[src/cmpl_pkg.sv]
// Package: register map, field positions, modes and constants for the channel mode block
package cmpl_pkg;
    localparam int          CMPL_DATA_W      = 32;
    localparam int          CMPL_ADDR_W      = 12;
    // Register byte addresses
    localparam logic [11:0] CMPL_CTRL_ADDR   = 12'h000;
    localparam logic [11:0] CMPL_STAT_ADDR   = 12'h004;
    // Control register field positions
    localparam int          CMPL_RAIL_BIT    = 0;
    localparam int          CMPL_SONET_BIT   = 1;
    localparam int          CMPL_RATE_BIT    = 2;
    localparam int          CMPL_LLOOP_BIT   = 3;
    localparam int          CMPL_RLOOP_BIT   = 4;
    localparam int          CMPL_PRBS_BIT    = 5;
    localparam logic [7:0]  CMPL_CTRL_RESET  = 8'h00;
    localparam logic [7:0]  CMPL_CTRL_WMASK  = 8'h3F;
    // PRBS generators: 2^15-1 uses taps 15,14; 2^23-1 uses taps 23,18
    localparam int          CMPL_PRBS_W      = 23;
    localparam int          CMPL_T3_TAP_A    = 14;
    localparam int          CMPL_T3_TAP_B    = 13;
    localparam int          CMPL_E3_TAP_A    = 22;
    localparam int          CMPL_E3_TAP_B    = 17;
    localparam logic [22:0] CMPL_SEED        = 23'h7FFFFF;
    localparam logic [22:0] CMPL_ZERO23      = 23'h000000;
    localparam int          CMPL_FIFO_W      = 2;
    localparam int          CMPL_FIFO_D      = 8;
    typedef enum logic [1:0] {
        CMPL_RATE_DS3,
        CMPL_RATE_STS1,
        CMPL_RATE_E3
    } cmpl_rate_t;
    typedef enum logic [1:0] {
        CMPL_LOOP_NORMAL,
        CMPL_LOOP_REMOTE,
        CMPL_LOOP_ANALOG,
        CMPL_LOOP_DIGITAL
    } cmpl_loop_t;
endpackage

[src/cmpl_channel.sv]
// Channel mode, loop-back and PRBS test control with APB register access
// Operation
// - PRBS on at DS3 or STS-1 sends unframed 2^15-1 pattern.
// - PRBS on at E3 sends unframed 2^23-1 pattern.
// - PRBS on arms the checker on recovered data for the rate pattern.
// - Enable bit turns generator and checker on or off together.
// - Rail bit 0 makes negative rail output carry PRBS errors.
// - PRBS on replaces system transmit data with the pattern.
// - Local/remote bits pick normal, remote, analog or digital loop.
// - Rate family bit 1 forces E3 whatever the select bit.
// - Rate family bit 0 runs DS3 or STS-1 per bit 1.
// - Select 0 is DS3, select 1 is STS-1.
// - Single rail: codec on, data on positive rail, negative is violation while PRBS is off.
`timescale 1ns/1ps
`default_nettype none
module cmpl_channel (
    // Clock and reset
    input  wire logic                             i_clk,
    input  wire logic                             i_resetn,
    // APB slave
    input  wire logic                             i_psel,
    input  wire logic                             i_penable,
    input  wire logic                             i_pwrite,
    input  wire logic [cmpl_pkg::CMPL_ADDR_W-1:0] i_paddr,
    input  wire logic [cmpl_pkg::CMPL_DATA_W-1:0] i_pwdata,
    output logic      [cmpl_pkg::CMPL_DATA_W-1:0] o_prdata,
    output logic                                  o_pready,
    output logic                                  o_pslverr,
    // Mode strap: high selects host control
    input  wire logic                             i_host_mode,
    // Transmit side, one bit per enable pulse
    input  wire logic                             i_tx_bit_en,
    input  wire logic                             i_tx_positive_data_in,
    input  wire logic                             i_tx_negative_data_in,
    output logic                                  o_tx_pos,
    output logic                                  o_tx_neg,
    output logic                                  o_tx_ready,
    // Receive side, one bit per enable pulse
    input  wire logic                             i_rx_bit_en,
    input  wire logic                             i_rx_pos,
    input  wire logic                             i_rx_neg,
    input  wire logic                             i_rx_violation,
    output logic                                  o_rx_positive_data_out,
    output logic                                  o_neg_rail_or_violation_out,
    // Decoded mode outputs
    output logic                                  o_codec_enable,
    output cmpl_pkg::cmpl_rate_t                  o_rate,
    output cmpl_pkg::cmpl_loop_t                  o_loop
);
    import cmpl_pkg::*;

    logic [7:0]             ctrl;
    logic [7:0]             next_ctrl;
    logic [CMPL_DATA_W-1:0] next_prdata;
    logic                   next_pready;
    logic                   next_pslverr;
    logic [1:0]             host_sync;
    logic                   host_mode;
    logic                   prbs_on;
    logic                   setup;
    logic                   acc_phase;
    logic                   is_e3;

    // Host mode strap passes two flops
    always_ff @(posedge i_clk or negedge i_resetn) begin
        if (!i_resetn) begin
            host_sync <= 2'b00;
        end else begin
            host_sync <= {host_sync[0], i_host_mode};
        end
    end
    assign host_mode = host_sync[1];
    assign prbs_on   = ctrl[CMPL_PRBS_BIT] && host_mode;
    assign is_e3     = ctrl[CMPL_RATE_BIT];

    // APB decode: answer registered at setup, a write lands only at the pready edge
    always_comb begin
        setup        = i_psel && !i_penable;
        acc_phase    = i_psel && i_penable && o_pready;
        next_ctrl    = ctrl;
        next_prdata  = o_prdata;
        next_pready  = 1'b0;
        next_pslverr = 1'b0;
        if (acc_phase && i_pwrite && (i_paddr == CMPL_CTRL_ADDR)) begin
            next_ctrl = i_pwdata[7:0] & CMPL_CTRL_WMASK;
        end
        if (setup) begin
            next_pready = 1'b1;
            if (i_paddr == CMPL_CTRL_ADDR) begin
                if (!i_pwrite) begin
                    next_prdata = {24'h000000, ctrl};
                end
            end else if (i_paddr == CMPL_STAT_ADDR) begin
                next_prdata = i_pwrite ? o_prdata
                            : {28'h0000000, host_mode, prbs_on, o_loop};
            end else begin
                next_pslverr = 1'b1;
                next_prdata  = 32'h00000000;
            end
        end
    end

    // Register bank, reset to all zero
    always_ff @(posedge i_clk or negedge i_resetn) begin
        if (!i_resetn) begin
            ctrl      <= CMPL_CTRL_RESET;
            o_prdata  <= 32'h00000000;
            o_pready  <= 1'b0;
            o_pslverr <= 1'b0;
        end else begin
            ctrl      <= next_ctrl;
            o_prdata  <= next_prdata;
            o_pready  <= next_pready;
            o_pslverr <= next_pslverr;
        end
    end

    // Mode decode
    cmpl_rate_t next_rate;
    cmpl_loop_t next_loop;
    logic       next_codec;
    always_comb begin
        if (is_e3) begin
            next_rate = CMPL_RATE_E3;
        end else if (ctrl[CMPL_SONET_BIT]) begin
            next_rate = CMPL_RATE_STS1;
        end else begin
            next_rate = CMPL_RATE_DS3;
        end
        case ({ctrl[CMPL_LLOOP_BIT], ctrl[CMPL_RLOOP_BIT]})
            2'b00:   next_loop = CMPL_LOOP_NORMAL;
            2'b01:   next_loop = CMPL_LOOP_REMOTE;
            2'b10:   next_loop = CMPL_LOOP_ANALOG;
            default: next_loop = CMPL_LOOP_DIGITAL;
        endcase
        next_codec = !ctrl[CMPL_RAIL_BIT];
    end
    always_ff @(posedge i_clk or negedge i_resetn) begin
        if (!i_resetn) begin
            o_rate         <= CMPL_RATE_DS3;
            o_loop         <= CMPL_LOOP_NORMAL;
            o_codec_enable <= 1'b1;
        end else begin
            o_rate         <= next_rate;
            o_loop         <= next_loop;
            o_codec_enable <= next_codec;
        end
    end

    // System transmit data is buffered; PRBS mode drains and drops it
    logic       fifo_valid;
    logic [1:0] fifo_data;
    logic       fifo_in_ready;
    cmpl_fifo #(
        .WIDTH(CMPL_FIFO_W),
        .DEPTH(CMPL_FIFO_D)
    ) u_fifo (
        .i_clk       (i_clk),
        .i_resetn    (i_resetn),
        .i_in_valid  (i_tx_bit_en),
        .i_in_data   ({i_tx_positive_data_in, i_tx_negative_data_in}),
        .o_in_ready  (fifo_in_ready),
        .o_out_valid (fifo_valid),
        .o_out_data  (fifo_data),
        .i_out_ready (i_tx_bit_en)
    );

    // Pattern generator
    logic [CMPL_PRBS_W-1:0] gen;
    logic [CMPL_PRBS_W-1:0] next_gen;
    logic                   gen_bit;
    logic                   next_tx_pos;
    logic                   next_tx_neg;
    always_comb begin
        gen_bit = is_e3 ? gen[CMPL_E3_TAP_A] ^ gen[CMPL_E3_TAP_B]
                        : gen[CMPL_T3_TAP_A] ^ gen[CMPL_T3_TAP_B];
        next_gen    = gen;
        next_tx_pos = o_tx_pos;
        next_tx_neg = o_tx_neg;
        if (!prbs_on) begin
            next_gen = CMPL_SEED;
        end else if (i_tx_bit_en) begin
            next_gen = {gen[CMPL_PRBS_W-2:0], gen_bit};
        end
        if (i_tx_bit_en) begin
            if (prbs_on) begin
                next_tx_pos = gen_bit;
                next_tx_neg = 1'b0;
            end else begin
                next_tx_pos = fifo_valid & fifo_data[1];
                next_tx_neg = fifo_valid & fifo_data[0];
            end
        end
    end
    always_ff @(posedge i_clk or negedge i_resetn) begin
        if (!i_resetn) begin
            gen        <= CMPL_SEED;
            o_tx_pos   <= 1'b0;
            o_tx_neg   <= 1'b0;
            o_tx_ready <= 1'b0;
        end else begin
            gen        <= next_gen;
            o_tx_pos   <= next_tx_pos;
            o_tx_neg   <= next_tx_neg;
            o_tx_ready <= fifo_in_ready;
        end
    end

    // Pattern checker: self-synchronising, shifts in received bits
    logic [CMPL_PRBS_W-1:0] chk;
    logic [CMPL_PRBS_W-1:0] next_chk;
    logic                   exp_bit;
    logic                   err;
    logic                   next_rx_pos;
    logic                   next_neg_out;
    always_comb begin
        exp_bit  = is_e3 ? chk[CMPL_E3_TAP_A] ^ chk[CMPL_E3_TAP_B]
                         : chk[CMPL_T3_TAP_A] ^ chk[CMPL_T3_TAP_B];
        err      = prbs_on && i_rx_bit_en && (exp_bit != i_rx_pos);
        next_chk = chk;
        if (!prbs_on) begin
            next_chk = CMPL_ZERO23;
        end else if (i_rx_bit_en) begin
            next_chk = {chk[CMPL_PRBS_W-2:0], i_rx_pos};
        end
        next_rx_pos  = o_rx_positive_data_out;
        next_neg_out = o_neg_rail_or_violation_out;
        if (i_rx_bit_en) begin
            next_rx_pos = i_rx_pos;
            if (ctrl[CMPL_RAIL_BIT]) begin
                next_neg_out = i_rx_neg;
            end else if (prbs_on) begin
                next_neg_out = err;
            end else begin
                next_neg_out = i_rx_violation;
            end
        end
    end
    always_ff @(posedge i_clk or negedge i_resetn) begin
        if (!i_resetn) begin
            chk                         <= CMPL_ZERO23;
            o_rx_positive_data_out      <= 1'b0;
            o_neg_rail_or_violation_out <= 1'b0;
        end else begin
            chk                         <= next_chk;
            o_rx_positive_data_out      <= next_rx_pos;
            o_neg_rail_or_violation_out <= next_neg_out;
        end
    end

    // Checks
    property p_rate_e3;
        @(posedge i_clk) disable iff (!i_resetn)
        ctrl[CMPL_RATE_BIT] |=> (o_rate == CMPL_RATE_E3);
    endproperty
    a_rate_e3: assert property (p_rate_e3) else $error("E3 not selected");
    property p_rate_t3;
        @(posedge i_clk) disable iff (!i_resetn)
        !ctrl[CMPL_RATE_BIT] |=> (o_rate == ($past(ctrl[CMPL_SONET_BIT]) ? CMPL_RATE_STS1
                                                                        : CMPL_RATE_DS3));
    endproperty
    a_rate_t3: assert property (p_rate_t3) else $error("DS3/STS-1 wrong");
    property p_loop;
        @(posedge i_clk) disable iff (!i_resetn)
        ({ctrl[CMPL_RLOOP_BIT], ctrl[CMPL_LLOOP_BIT]} == 2'b01) |=> (o_loop == CMPL_LOOP_ANALOG);
    endproperty
    a_loop: assert property (p_loop) else $error("Loop mode wrong");
    property p_wr_en;
        @(posedge i_clk) disable iff (!i_resetn)
        (i_psel && i_penable && o_pready && i_pwrite && (i_paddr == CMPL_CTRL_ADDR))
            |=> (ctrl[CMPL_PRBS_BIT] == $past(i_pwdata[CMPL_PRBS_BIT]));
    endproperty
    a_wr_en: assert property (p_wr_en) else $error("Enable bit not written");
    property p_tx_prbs;
        @(posedge i_clk) disable iff (!i_resetn)
        (prbs_on && i_tx_bit_en) |=> (o_tx_pos == $past(gen_bit)) && !o_tx_neg;
    endproperty
    a_tx_prbs: assert property (p_tx_prbs) else $error("Pattern not sent");
    property p_off;
        @(posedge i_clk) disable iff (!i_resetn)
        !prbs_on |=> (chk == CMPL_ZERO23) && (gen == CMPL_SEED);
    endproperty
    a_off: assert property (p_off) else $error("Test logic not off");
    property p_strap;
        @(posedge i_clk) disable iff (!i_resetn)
        !host_mode |-> !prbs_on;
    endproperty
    a_strap: assert property (p_strap) else $error("PRBS in strap mode");
    property p_err;
        @(posedge i_clk) disable iff (!i_resetn)
        (err && !ctrl[CMPL_RAIL_BIT]) |=> o_neg_rail_or_violation_out;
    endproperty
    a_err: assert property (p_err) else $error("Error not flagged");
    property p_err_pulse;
        @(posedge i_clk) disable iff (!i_resetn)
        (prbs_on && !ctrl[CMPL_RAIL_BIT] && i_rx_bit_en && !err) |=> !o_neg_rail_or_violation_out;
    endproperty
    a_err_pulse: assert property (p_err_pulse) else $error("Spurious error");
    property p_codec;
        @(posedge i_clk) disable iff (!i_resetn)
        !ctrl[CMPL_RAIL_BIT] ##1 !ctrl[CMPL_RAIL_BIT] |-> o_codec_enable;
    endproperty
    a_codec: assert property (p_codec) else $error("Codec off");
endmodule
`default_nettype wire

[src/cmpl_fifo.sv]
// Synchronous valid/ready FIFO on flip-flop storage
`timescale 1ns/1ps
`default_nettype none
module cmpl_fifo #(
    parameter int WIDTH = 2,
    parameter int DEPTH = 8
) (
    // Clock and reset
    input  wire logic             i_clk,
    input  wire logic             i_resetn,
    // Fill side
    input  wire logic             i_in_valid,
    input  wire logic [WIDTH-1:0] i_in_data,
    output logic                  o_in_ready,
    // Drain side
    output logic                  o_out_valid,
    output logic [WIDTH-1:0]      o_out_data,
    input  wire logic             i_out_ready
);
    localparam int AW = $clog2(DEPTH);
    logic [WIDTH-1:0] mem [DEPTH];
    logic [WIDTH-1:0] next_mem [DEPTH];
    logic [AW-1:0]    wptr;
    logic [AW-1:0]    rptr;
    logic [AW:0]      count;
    logic [AW-1:0]    next_wptr;
    logic [AW-1:0]    next_rptr;
    logic [AW:0]      next_count;
    logic             push;
    logic             pop;

    // Pointer and count updates
    always_comb begin
        push       = i_in_valid && (count != DEPTH[AW:0]);
        pop        = i_out_ready && (count != '0);
        next_wptr  = push ? wptr + 1'b1 : wptr;
        next_rptr  = pop ? rptr + 1'b1 : rptr;
        next_count = count + {{AW{1'b0}}, push} - {{AW{1'b0}}, pop};
    end

    // Storage entries
    for (genvar g = 0; g < DEPTH; g++) begin : g_ent
        always_comb begin
            next_mem[g] = (push && wptr == AW'(g)) ? i_in_data : mem[g];
        end
        always_ff @(posedge i_clk or negedge i_resetn) begin
            if (!i_resetn) begin
                mem[g] <= '0;
            end else begin
                mem[g] <= next_mem[g];
            end
        end
    end

    // Pointer registers
    always_ff @(posedge i_clk or negedge i_resetn) begin
        if (!i_resetn) begin
            wptr  <= '0;
            rptr  <= '0;
            count <= '0;
        end else begin
            wptr  <= next_wptr;
            rptr  <= next_rptr;
            count <= next_count;
        end
    end

    assign o_in_ready  = (count != DEPTH[AW:0]);
    assign o_out_valid = (count != '0);
    assign o_out_data  = mem[rptr];
endmodule
`default_nettype wire

[config.mk]
export PLATFORM = sky130hd
export DESIGN_NAME = cmpl_channel
export DESIGN_NICKNAME = d
export VERILOG_FILES = /design/src/cmpl_pkg.sv /design/src/cmpl_channel.sv /design/src/cmpl_fifo.sv
export SDC_FILE = /design/constraint.sdc
export NUM_CORES = 1
export LEC_CHECK = 0
export ABC_AREA = 0
export BUFFER_PORTS_ARGS = -buffer_cell sky130_fd_sc_hd__buf_4
export CORE_UTILIZATION = 35
export CTS_BUF_LIST = sky130_fd_sc_hd__clkbuf_16
export CTS_CLUSTER_DIAMETER = 50
export DETAILED_ROUTE_END_ITERATION = 10
export PLACE_DENSITY = 0.61
export SYNTH_ARGS = -nofsm -noshare
export SYNTH_HDL_FRONTEND = slang
export SYNTH_SLANG_ARGS = --single-unit
[constraint.sdc]
create_clock -name i_clk -period 5.5 [get_ports i_clk]
set_clock_uncertainty 0.15 [all_clocks]
set_input_delay 1.375 -clock i_clk [delete_from_list [all_inputs] [get_ports i_clk]]
set_output_delay 1.375 -clock i_clk [all_outputs]
set_load 0.01 [all_outputs]
==> results.md, run 1 <==
- Setup crit start kind: input port
- Worst-path maximum fanout: 26
- Total negative slack: 0 ps
- Die H: 115 microns
- First-pass GRT wire length: 12.8 mm
- Routed wl met2: 3.61 mm
- Pre-CTS setup slack: 1660 ps
- Fin crit period: 3450 ps
- R2r setup slk: 3110 ps
- IR drop worst, VDD: 0.172 mV
- WS Path Type: in -> reg
- Yosys cell types: 38
- Drt via density: 4.52
- Post-route met1 wirelength: 3.46 mm
- Slew of the pin with the lowest slew margin: 930 ps
- Share of cells above drive strength 1: 29.2%
- CTS Hold Bufs: 0
- Initial Util: 36.6%
- Pin count of the biggest net entering global routing: 72
- Synthesis Warnings: 0
- Max-slew headroom: 38.0%
- Final number of setup-violating endpoints: 0
- Cell Pwr Density: 382 nW/um^2
- Final hold violations: 0
- Metal3 WL: 247 microns
- # rows: 40
- Most used cell, CP: inv_1
- Crit. End Element: flop
- Crit-path cells: buf_4 > inv_1 > a21oi_1 > ha_1 > inv_1 > ha_1 > inv_1 > fa_1 > xnor2_1
- Routed via count: 2,631
- Register area share after synthesis: 55.4%
- Outcome: completed
- Setup ws final: 2050 ps
- Crit path buffers/inverters: 4
- Crit share post-route: 62.6%
- Io pins: 101
- Area Overhead vs Synth: 16.1%
- Total gr overflow: 0
- Slowest-stage cell, CP: a21oi_1
- Critical Path AT: 3510 ps
- Post-Synthesis Mean Instance Area: 12.3 sq um
- Die area: 13,300 sq um
- Post-route ant nets: 0
- Root Buffer: clkbuf_16
- Fin nets: 480
- FILL cells: 1,155
- Most used DFF post-synth: dfrtp_1
- Commonest non-fill, non-tap cell in the layout: dfrtp_1
- GRT Resource Usage Total: 12.4%
- FF+latch count, synth: 98
- Clk buf depth: 2
- Die width: 115 microns
- Routed Wire Length: 7.38 mm
- DR DRC count: 0
- CTS tree: built
- Number of detailed-route iterations in the first pass: 4
- Routability cong.: 0.679
- Post-CTS Setup Bufs: 0
- Diode count: 0
- Mapped Cells: 364
- Wire per inst: 12.7 microns
- Post-synth ARST share: 100%
- Slew Viols, Final: 0
- Highest Signal Layer: met4
- IO Port Bufs: 48
- Resize count post-CTS: 0
- Number of global-route vias before repair: 2,705
- Crit-path leading delay family: adder cells
- RSZ-0062 raised after global routing: no
- DR iter-0 viols: 133
- Max Clock Freq: 290 MHz
- Placeable Area: 12,300 sq um
- Post-Syn Area: 4480 sq um
- Leakage: 2.42 nW
- Total CTS buffers: 9
- Number of synthesized flops with an enable pin: 0
- Max incr delay on CP: 470 ps
- Clk slew on worst S/H paths: 70 ps
- CTS H-tree lvls: 3
- Initial antenna violation count: 0
- Clock latency on the worst-skew pair: 340 ps
- Worst endpoint required time: 5570 ps
- Worst min path class: reg -> reg
- Final HPWL DP: 5.05 mm
- MaxCap Viol Count: 0
- # clock sinks: 98
- Most frequent cells in the layout: dfrtp_1, mux2i_1, buf_4
## worst paths after layout
| check | cells after the start | endpoint | start |
|---|---|---|---|
| worst max-delay path | 9 | u_fifo.count[2]$_DFF_PN0_ | i_tx_bit_en |
| max in group asynchronous | 2 | gen[1]$_DFFE_PN1P_ | i_resetn |
| worst min register to register | 0 | host_sync[1]$_DFF_PN0_ | host_sync[0]$_DFF_PN0_ |
| worst max register to register | 8 | u_fifo.count[2]$_DFF_PN0_ | u_fifo.count[1]$_DFF_PN0_ |
| worst min-delay path | 0 | host_sync[1]$_DFF_PN0_ | host_sync[0]$_DFF_PN0_ |
| min in group asynchronous | 1 | u_fifo.wptr[2]$_DFFE_PN0N_ | i_resetn |
## power by group
group          internal, W  switching (W)  total [W]
combinational     0.000236       0.000190   0.000426
sequential        0.000835      0.0000828   0.000917
clock             0.000361       0.000281   0.000642
total              0.00143       0.000555    0.00199
## sequential cells by signal, indices dropped and copies added (netlist names), 2 cells and up
register      flops
gen              23
o_prdata          6
chk              23
u_fifo.rptr       3
u_fifo.mem       16
u_fifo.count      4
o_rate            2
u_fifo.wptr       3
ctrl              6
host_sync         2
o_loop            2
## cell type report
| cell class | count | area [sq um] | share of cell area, % |
|---|---|---|---|
| tap | 168 | 210 | 4.04 |
| clock buffer | 9 | 225 | 4.33 |
| inverter | 17 | 63.8 | 1.23 |
| timing repair buffer | 49 | 368 | 7.07 |
| sequential | 98 | 2480 | 47.7 |
| multi-input combinational | 234 | 1770 | 34.0 |
| clock inverter | 7 | 82.6 | 1.59 |
## per-layer routing
layer	global-route usage, %	vias up
met5	0	-
met4	3.90	0
met3	2.90	6
met2	20.6	51
met1	15.9	1307
li1	-	1267
## cells in the mapped netlist, drive strengths merged (4+ instances only)
cell | n | area, sq um
a21oi | 4 | 23.8
buf | 32 | 228
clkbuf | 8 | 30.0
dfrtp | 74 | 1850
dfstp | 24 | 631
ha | 13 | 163
inv | 17 | 63.8
mux2 | 23 | 259
mux2i | 52 | 521
mux4 | 4 | 90.1
nand2 | 37 | 139
nand3 | 5 | 30.0
nor2 | 25 | 93.8
nor3 | 4 | 31.3
o21ai | 7 | 35.0
o2bb2ai | 5 | 43.8
xnor2 | 8 | 70.1
## through the flow
| stage | area [sq um] | std cells | hold WS [ps] | power, W | util, % |
|---|---|---|---|---|---|
| 2_1_floorplan | 4580 | 389 | 181 | 0.00125 | - |
| 3_3_place_gp | 4900 | 566 | 193 | 0.00134 | 39.9 |
| 3_5_place_dp | 4900 | 566 | 193 | 0.00137 | 39.9 |
| 4_1_cts | 5200 | 582 | 209 | 0.00202 | 42.4 |
| 5_1_grt | 5200 | 582 | 214 | 0.00212 | 42.4 |
| 6_report | 5200 | 582 | 204 | 0.00199 | 42.4 |
## kinds of logic after synthesis
kind of cell               share of synthesized area, %
DFF                                                55.4
xor gates and xnor gates                           2.15
AOI/OAI and AO/OA                                  3.63
and+or+nand+nor                                    8.10
muxes                                              19.4
other                                            0.0837
buffers and inverters                              7.17
adders and majority gates                          4.08
No activity file was read; power rests on OpenSTA's default activity.
==> run 2: changes to the inputs <==
--- a/config.mk
+++ b/config.mk
@@ -5,7 +5,7 @@
 export SDC_FILE = /design/constraint.sdc
 export NUM_CORES = 1
 export LEC_CHECK = 0
-export ABC_AREA = 0
+export ABC_AREA = 1
 export BUFFER_PORTS_ARGS = -buffer_cell sky130_fd_sc_hd__buf_4
 export CORE_UTILIZATION = 35
 export CTS_BUF_LIST = sky130_fd_sc_hd__clkbuf_16
==> constraint.sdc (replaced) <==
create_clock -name i_clk -period 3.45 [get_ports i_clk]
set_clock_uncertainty 0.15 [all_clocks]
set_input_delay 0.8625 -clock i_clk [delete_from_list [all_inputs] [get_ports i_clk]]
set_output_delay 0.8625 -clock i_clk [all_outputs]
set_load 0.01 [all_outputs]
==> results.md, run 2 <==
- Final core occ: 41.4% (was 42.4%)
- Final hold violations: 0 (unchanged)
- Post-synth ARST share: 100% (unchanged)
- Area Overhead vs Synth: 15.5% (was 16.1%)
- Routability cong.: 0.832 (was 0.679)
- Clk slew on worst S/H paths: 70 ps (about the same)
- Number of detailed-route iterations in the first pass: 4 (unchanged)
- Setup crit start kind: input port (unchanged)
- Resize count post-CTS: 0 (unchanged)
- Hold Path Depth: 0 (unchanged)
- Commonest non-fill, non-tap cell in the layout: nand2_1 (was dfrtp_1)
- Yosys cell types: 30 (was 38)
- Post-Synthesis Mean Instance Area: 9.24 sq um (was 12.3 sq um)
- Clk buf depth: 2 (unchanged)
- Clock latency on the worst-skew pair: 340 ps (about the same)
- Pin count of the biggest net entering global routing: 62 (was 72)
- RSZ-0062 raised after global routing: no (unchanged)
- Final HPWL DP: 5.93 mm (was 5.05 mm)
- Final instance area: 5230 sq um (was 5200 sq um)
- CTS Hold Bufs: 0 (unchanged)
- Slew Viols, Final: 0 (unchanged)
- Post-DP Area: 4940 sq um (was 4900 sq um)
- R2r setup slk: 1140 ps (was 3110 ps)
- Post-route ant nets: 0 (unchanged)
- Crit. End Element: flop (unchanged)
- Worst endpoint required time: 3520 ps (was 5570 ps)
- Worst min path class: reg -> reg (unchanged)
- CTS H-tree lvls: 3 (unchanged)
- Crit share post-route: 68.0%
- Post-Syn Area: 4530 sq um (was 4480 sq um)
- Critical Path AT: 2420 ps (was 3510 ps)
- Drt via density: 4.53 (was 4.52)
- Outcome: completed (unchanged)
- Routed Wire Length: 8.35 mm (was 7.38 mm)
- Top post-synthesis cells by area: dfrtp_1, dfstp_2, nand2_1, inv_1, buf_4 (was dfrtp_1, dfstp_2, mux2i_1, mux2_2, buf_4)
- Die H: 116 microns (was 115 microns)
- R2r startpoint: u_fifo.count[2]$_DFF_PN0_ (was u_fifo.count[1]$_DFF_PN0_)
- Share of the synthesized area in the top cell type: 40.9% (was 41.3%)
- Max Clock Freq: 426 MHz
- MaxCap Viol Count: 0 (unchanged)
- IR drop worst, VDD: 0.376 mV (was 0.172 mV)
- CTS tree: built (unchanged)
- First-pass GRT wire length: 14.5 mm (was 12.8 mm)
- IO Port Bufs: 48 (unchanged)
- DR iter-0 viols: 125 (was 133)
- Final Hold Slack: 201 ps (was 204 ps)
- Synthesis Warnings: 0 (unchanged)
- Initial Util: 35.9% (was 36.6%)
- Number of synthesized flops with an enable pin: 0 (unchanged)
- Crit Reg-Reg Endpoint: u_fifo.count[2]$_DFF_PN0_ (unchanged)
- Most frequent cells in the layout: nand2_1, dfrtp_1, inv_1 (was dfrtp_1, mux2i_1, buf_4)
- Total Power: 0.00313 W (was 0.00199 W)
- WS Path Type: in -> reg (unchanged)
- Mapped Cells: 490 (was 364)
- Die width: 116 microns (was 115 microns)
- Hold Path Sink: host_sync[1]$_DFF_PN0_ (unchanged)
- Worst-path maximum fanout: 26 (unchanged)
- Post-CTS Setup Bufs: 0 (unchanged)
- Routed via count: 3,233 (was 2,631)
- Biggest regs: chk: 23 flops, gen: 23 flops, u_fifo.mem: 16 flops (unchanged)
- GRT Resource Usage Total: 13.8% (was 12.4%)
- Initial antenna violation count: 0 (unchanged)
- Share of cells above drive strength 1: 19.8% (was 29.2%)
- Fin nets: 607 (was 480)
- DR DRC count: 0 (unchanged)
- Final number of setup-violating endpoints: 0 (unchanged)
- Register area share after synthesis: 54.9% (was 55.4%)
- Number of global-route vias before repair: 3,202 (was 2,705)
- Total CTS buffers: 9 (unchanged)
- Slew of the pin with the lowest slew margin: 732 ps (was 930 ps)
- Cell taking the most area after synthesis: dfrtp_1 (unchanged)
- Diode count: 0 (unchanged)
- # clock sinks: 98 (unchanged)
- Io pins: 101 (unchanged)
- Total gr overflow: 0 (unchanged)
- Max-slew headroom: 51.2% (was 38.0%)
- Hold path start: host_sync[0]$_DFF_PN0_ (unchanged)
- # rows: 41 (was 40)
- Die area: 13,400 sq um (was 13,300 sq um)
- Leakage: 2.62 nW (was 2.42 nW)
- Placeable Area: 12,600 sq um (was 12,300 sq um)
- Total negative slack: 0 ps (unchanged)
- Most frequent cells after synthesis: nand2_1, dfrtp_1, inv_1 (was dfrtp_1, mux2i_1, nand2_1)
- Cell Pwr Density: 600 nW/um^2 (was 382 nW/um^2)
- Most frequent cell after synthesis: nand2_1 (was dfrtp_1)
- Wire per inst: 11.7 microns (was 12.7 microns)
- Fin crit period: 2350 ps
- Root Buffer: clkbuf_16 (unchanged)
- Worst reg-to-reg path cell count: 11 (was 8)
- Most used DFF post-synth: dfrtp_1 (unchanged)
- FF+latch count, synth: 98 (unchanged)
[run 2: changes by cell type after synthesis, moves of 21 or more]
| cell | change |
|---|---|
| nand2_1 | +65 |
| mux2i_1 | -52 |
| inv_1 | +51 |
| nand3_1 | +35 |
| o21ai_0 | +28 |
| mux2_2 | -23 |
| o22ai_1 | +21 |
[run 2: worst max-delay path: stages]
cell	delay (ps)
buf_4	250
nand2_1	120
inv_1	150
ha_1	250
inv_1	60
ha_1	150
inv_1	50
fa_1	380
xnor2_1	140
[run 2: cell families (layout without fill, tap and decap cells)]
family	Yosys count	count (layout)	synth area share, %
AOI/OAI and AO/OA	91	91	11.4
xor gates and xnor gates	5	5	0.968
adders and majority gates	14	14	4.04
buffers and inverters	116	142	12.5
DFF	98	98	54.9
other	1	26	0.0829
and+or+nand+nor	165	165	16.1
[run 2: power by group]
part	internal, W	switching (W)	total, W
clock network	0.000554	0.000407	0.000960
logic	0.000296	0.000423	0.000718
registers	0.00132	0.000131	0.00145
[run 2: per-stage QoR]
step	instances	setup WS, ps
after floorplan	515	987
after global placement	697	754
after CTS	713	1100
final	713	1100
after global routing	713	989
after detailed placement	697	744
[run 2: routing by layer]
layer / vias up / GRT usage, % / share of wire (%)
met3: 9 / 3.92 / 3.9
met5: - / 0 / 0
li1: 1611 / - / -
met2: 58 / 23.1 / 48
met4: 0 / 4.19 / 1.0
met1: 1555 / 17.3 / 47
[run 2: cell type report]
| type | count | area [sq um] |
|---|---|---|
| Clock buffer | 9 | 225 |
| Fill cell | 1277 | 7390 |
| Timing Repair Buffer | 51 | 383 |
| Multi-Input combinational cell | 301 | 1570 |
| Clock inverter | 7 | 62.6 |
| Inverter | 75 | 287 |
| Tap cell | 172 | 215 |
| Sequential cell | 98 | 2480 |
[run 2: how the worst max path moves through the flow]
stage | startpoint | end
CTS | i_tx_bit_en | u_fifo.count[2]$_DFF_PN0_
finish | i_tx_bit_en | u_fifo.count[2]$_DFF_PN0_
global placement | i_tx_bit_en | u_fifo.count[1]$_DFF_PN0_
global route | i_tx_bit_en | u_fifo.count[2]$_DFF_PN0_
floorplan | i_tx_bit_en | u_fifo.count[2]$_DFF_PN0_
detailed placement | i_tx_bit_en | u_fifo.count[2]$_DFF_PN0_
==> run 3: changes to the inputs <==
==> constraint.sdc (replaced) <==
create_clock -name i_clk -period 2.5 [get_ports i_clk]
set_clock_uncertainty 0.15 [all_clocks]
set_input_delay 0.625 -clock i_clk [delete_from_list [all_inputs] [get_ports i_clk]]
set_output_delay 0.625 -clock i_clk [all_outputs]
set_load 0.01 [all_outputs]
==> results.md, run 3 (synthesized netlist as in run 2, its figures left out) <==
- Clk slew on worst S/H paths: 70 ps (about the same)
- R2r setup slk: 160 ps (was 1140 ps)
- Initial antenna violation count: 0 (unchanged)
- Most frequent cells in the layout: nand2_1, dfrtp_1, inv_1 (unchanged)
- MaxCap Viol Count: 0 (unchanged)
- Area Overhead vs Synth: 15.8% (was 15.5%)
- Met3 Use GR: 3.87% (was 3.92%)
- Resize count post-CTS: 0 (unchanged)
- Number of detailed-route iterations in the first pass: 5 (was 4)
- Wire per inst: 11.7 microns (about the same)
- Max Clock Freq: 428 MHz
- Commonest non-fill, non-tap cell in the layout: nand2_1 (unchanged)
- Die area: 13,400 sq um (unchanged)
- Slew of the pin with the lowest slew margin: 603 ps (was 732 ps)
- Total negative slack: 0 ps (unchanged)
- Setup crit start kind: flop (was input port)
- Final HPWL DP: 5.76 mm (was 5.93 mm)
- GRT Resource Usage Total: 13.7% (was 13.8%)
- FILL cells: 1,275 (was 1,277)
- Slowest-stage cell, CP: fa_1 (unchanged)
- Drt via density: 4.53 (about the same)
- Final number of setup-violating endpoints: 0 (unchanged)
- Post-route ant nets: 0 (unchanged)
- Max-slew headroom: 59.7% (was 51.2%)
- Gr busiest metal: met2 (unchanged)
- Final Hold Slack: 168 ps (was 201 ps)
- Outcome: completed (unchanged)
- Placeable Area: 12,600 sq um (unchanged)
- Most used cell, CP: inv_1 (unchanged)
- Worst-path maximum fanout: 5 (was 26)
- Io pins: 101 (unchanged)
- Clock latency on the worst-skew pair: 340 ps (about the same)
- Met2 GRT Util: 20.6% (was 23.1%)
- Critical Path Start: u_fifo.count[2]$_DFF_PN0_ (was i_tx_bit_en)
- Biggest regs: chk: 23 flops, gen: 23 flops, u_fifo.mem: 16 flops (unchanged)
- Fin nets: 606 (was 607)
- Leakage: 2.61 nW (was 2.62 nW)
- Worst reg-to-reg path cell count: 11 (unchanged)
- Crit Reg-Reg Endpoint: u_fifo.count[1]$_DFF_PN0_ (was u_fifo.count[2]$_DFF_PN0_)
- Worst Setup EP: u_fifo.count[1]$_DFF_PN0_ (was u_fifo.count[2]$_DFF_PN0_)
- Clk buf depth: 2 (unchanged)
- DR iter-0 viols: 216 (was 125)
- CTS Hold Bufs: 0 (unchanged)
- Die H: 116 microns (unchanged)
- Worst min path class: in -> async (was reg -> reg)
- Post-CTS Setup Bufs: 0 (unchanged)
- Routed via count: 3,227 (was 3,233)
- Max incr delay on CP: 480 ps (was 380 ps)
- Diode count: 0 (unchanged)
- R2r startpoint: u_fifo.count[2]$_DFF_PN0_ (unchanged)
- Worst endpoint required time: 2590 ps (was 3520 ps)
- Total gr overflow: 0 (unchanged)
- IO Port Bufs: 48 (unchanged)
- # clock sinks: 98 (unchanged)
- Die width: 116 microns (unchanged)
- Initial Util: 35.9% (unchanged)
- Crit. End Element: flop (unchanged)
- Cell Pwr Density: 833 nW/um^2 (was 600 nW/um^2)
- First-pass GRT wire length: 14.4 mm (was 14.5 mm)
- # rows: 41 (unchanged)
- WS Path Type: reg -> reg (was in -> reg)
- Pin count of the biggest net entering global routing: 99 (was 62)
- IR drop worst, VDD: 0.634 mV (was 0.376 mV)
- Routed Wire Length: 8.32 mm (was 8.35 mm)
- Fin crit period: 2340 ps
- Slew Viols, Final: 0 (unchanged)
- Crit-path cells: inv_1 > ha_1 > nand3_1 > nand2_2 > inv_1 > ha_1 > inv_1 > ha_1 > inv_1 > fa_1 > inv_1 (was buf_4 > nand2_1 > inv_1 > ha_1 > inv_1 > ha_1 > inv_1 > fa_1 > xnor2_1)
- Total CTS buffers: 9 (unchanged)
- RSZ-0062 raised after global routing: no (unchanged)
- Pre-CTS setup slack: 190 ps (was 744 ps)
- Crit share post-route: 93.5%
- GRT met1 Usage: 18.9% (was 17.3%)
- Number of global-route vias before repair: 3,019 (was 3,202)
- Setup ws final: 163 ps (was 1100 ps)
- Root Buffer: clkbuf_16 (unchanged)
- CTS tree: built (unchanged)
- Final hold violations: 0 (unchanged)
- Routability cong.: 0.824 (was 0.832)
- Share of cells above drive strength 1: 20.0% (was 19.8%)
- Critical Path AT: 2420 ps (about the same)
- CTS H-tree lvls: 3 (unchanged)
- DR DRC count: 0 (unchanged)
==> run 3: changes by cell type in the layout (fill, tap and decap cells not counted), sizes merged <==
cell,change
clkinv,-2
buf,-1
clkinvlp,+3
inv,-1
==> run 3: report_power, final <==
| part | switching (W) | internal [W] | leakage, nW |
|---|---|---|---|
| Clock | 0.000594 | 0.000771 | 0.131 |
| Sequential | 0.000174 | 0.00182 | 1.20 |
| Combinational | 0.000595 | 0.000410 | 1.28 |
==> run 3: cell type report <==
cell class / count / area [sq um] / share of cell area [%]
inverter: 75 / 287 / 5.47
timing repair buffer: 50 / 388 / 7.40
sequential: 98 / 2480 / 47.4
clock inverter: 7 / 71.3 / 1.36
multi-input combinational: 301 / 1570 / 30.0
clock buffer: 9 / 225 / 4.30
tap: 172 / 215 / 4.11
==> run 3: critical path, delay by kind of cell, from the launching register on <==
| kind | cells | cell delay [ps] |
|---|---|---|
| AND/OR/NAND/NOR | 2 | 240 |
| flip-flops | 1 | 370 |
| adder cells (fa/ha/maj) | 4 | 1120 |
| buffers and inverters | 5 | 360 |
==> run 3: worst min-delay path by stage <==
stage	from	to	slack (ps)
finish	i_resetn	u_fifo.count[0]$_DFF_PN0_	170
global route	host_sync[0]$_DFF_PN0_	host_sync[1]$_DFF_PN0_	210
global placement	host_sync[0]$_DFF_PN0_	host_sync[1]$_DFF_PN0_	190
floorplan	i_resetn	chk[0]$_DFFE_PN0P_	180
CTS	host_sync[0]$_DFF_PN0_	host_sync[1]$_DFF_PN0_	200
detailed placement	host_sync[0]$_DFF_PN0_	host_sync[1]$_DFF_PN0_	190
==> run 3: routing by layer <==
| layer | part of all wire (%) | wire (microns) |
|---|---|---|
| met3 | 4.4 | 364 |
| met4 | 1.7 | 138 |
| met1 | 48 | 4010 |
| met5 | 0 | 0 |
| met2 | 46 | 3810 |
==> run 3: through the flow <==
| step | instance area, sq um | cells | total power, W | utilization [%] |
|---|---|---|---|---|
| after floorplan | 4620 | 515 | 0.00276 | - |
| after global placement | 4940 | 696 | 0.00298 | 39.2 |
| after detailed placement | 4940 | 696 | 0.00303 | 39.2 |
| after CTS | 5240 | 712 | 0.00442 | 41.5 |
| after global routing | 5240 | 712 | 0.00468 | 41.5 |
| final | 5240 | 712 | 0.00437 | 41.5 |
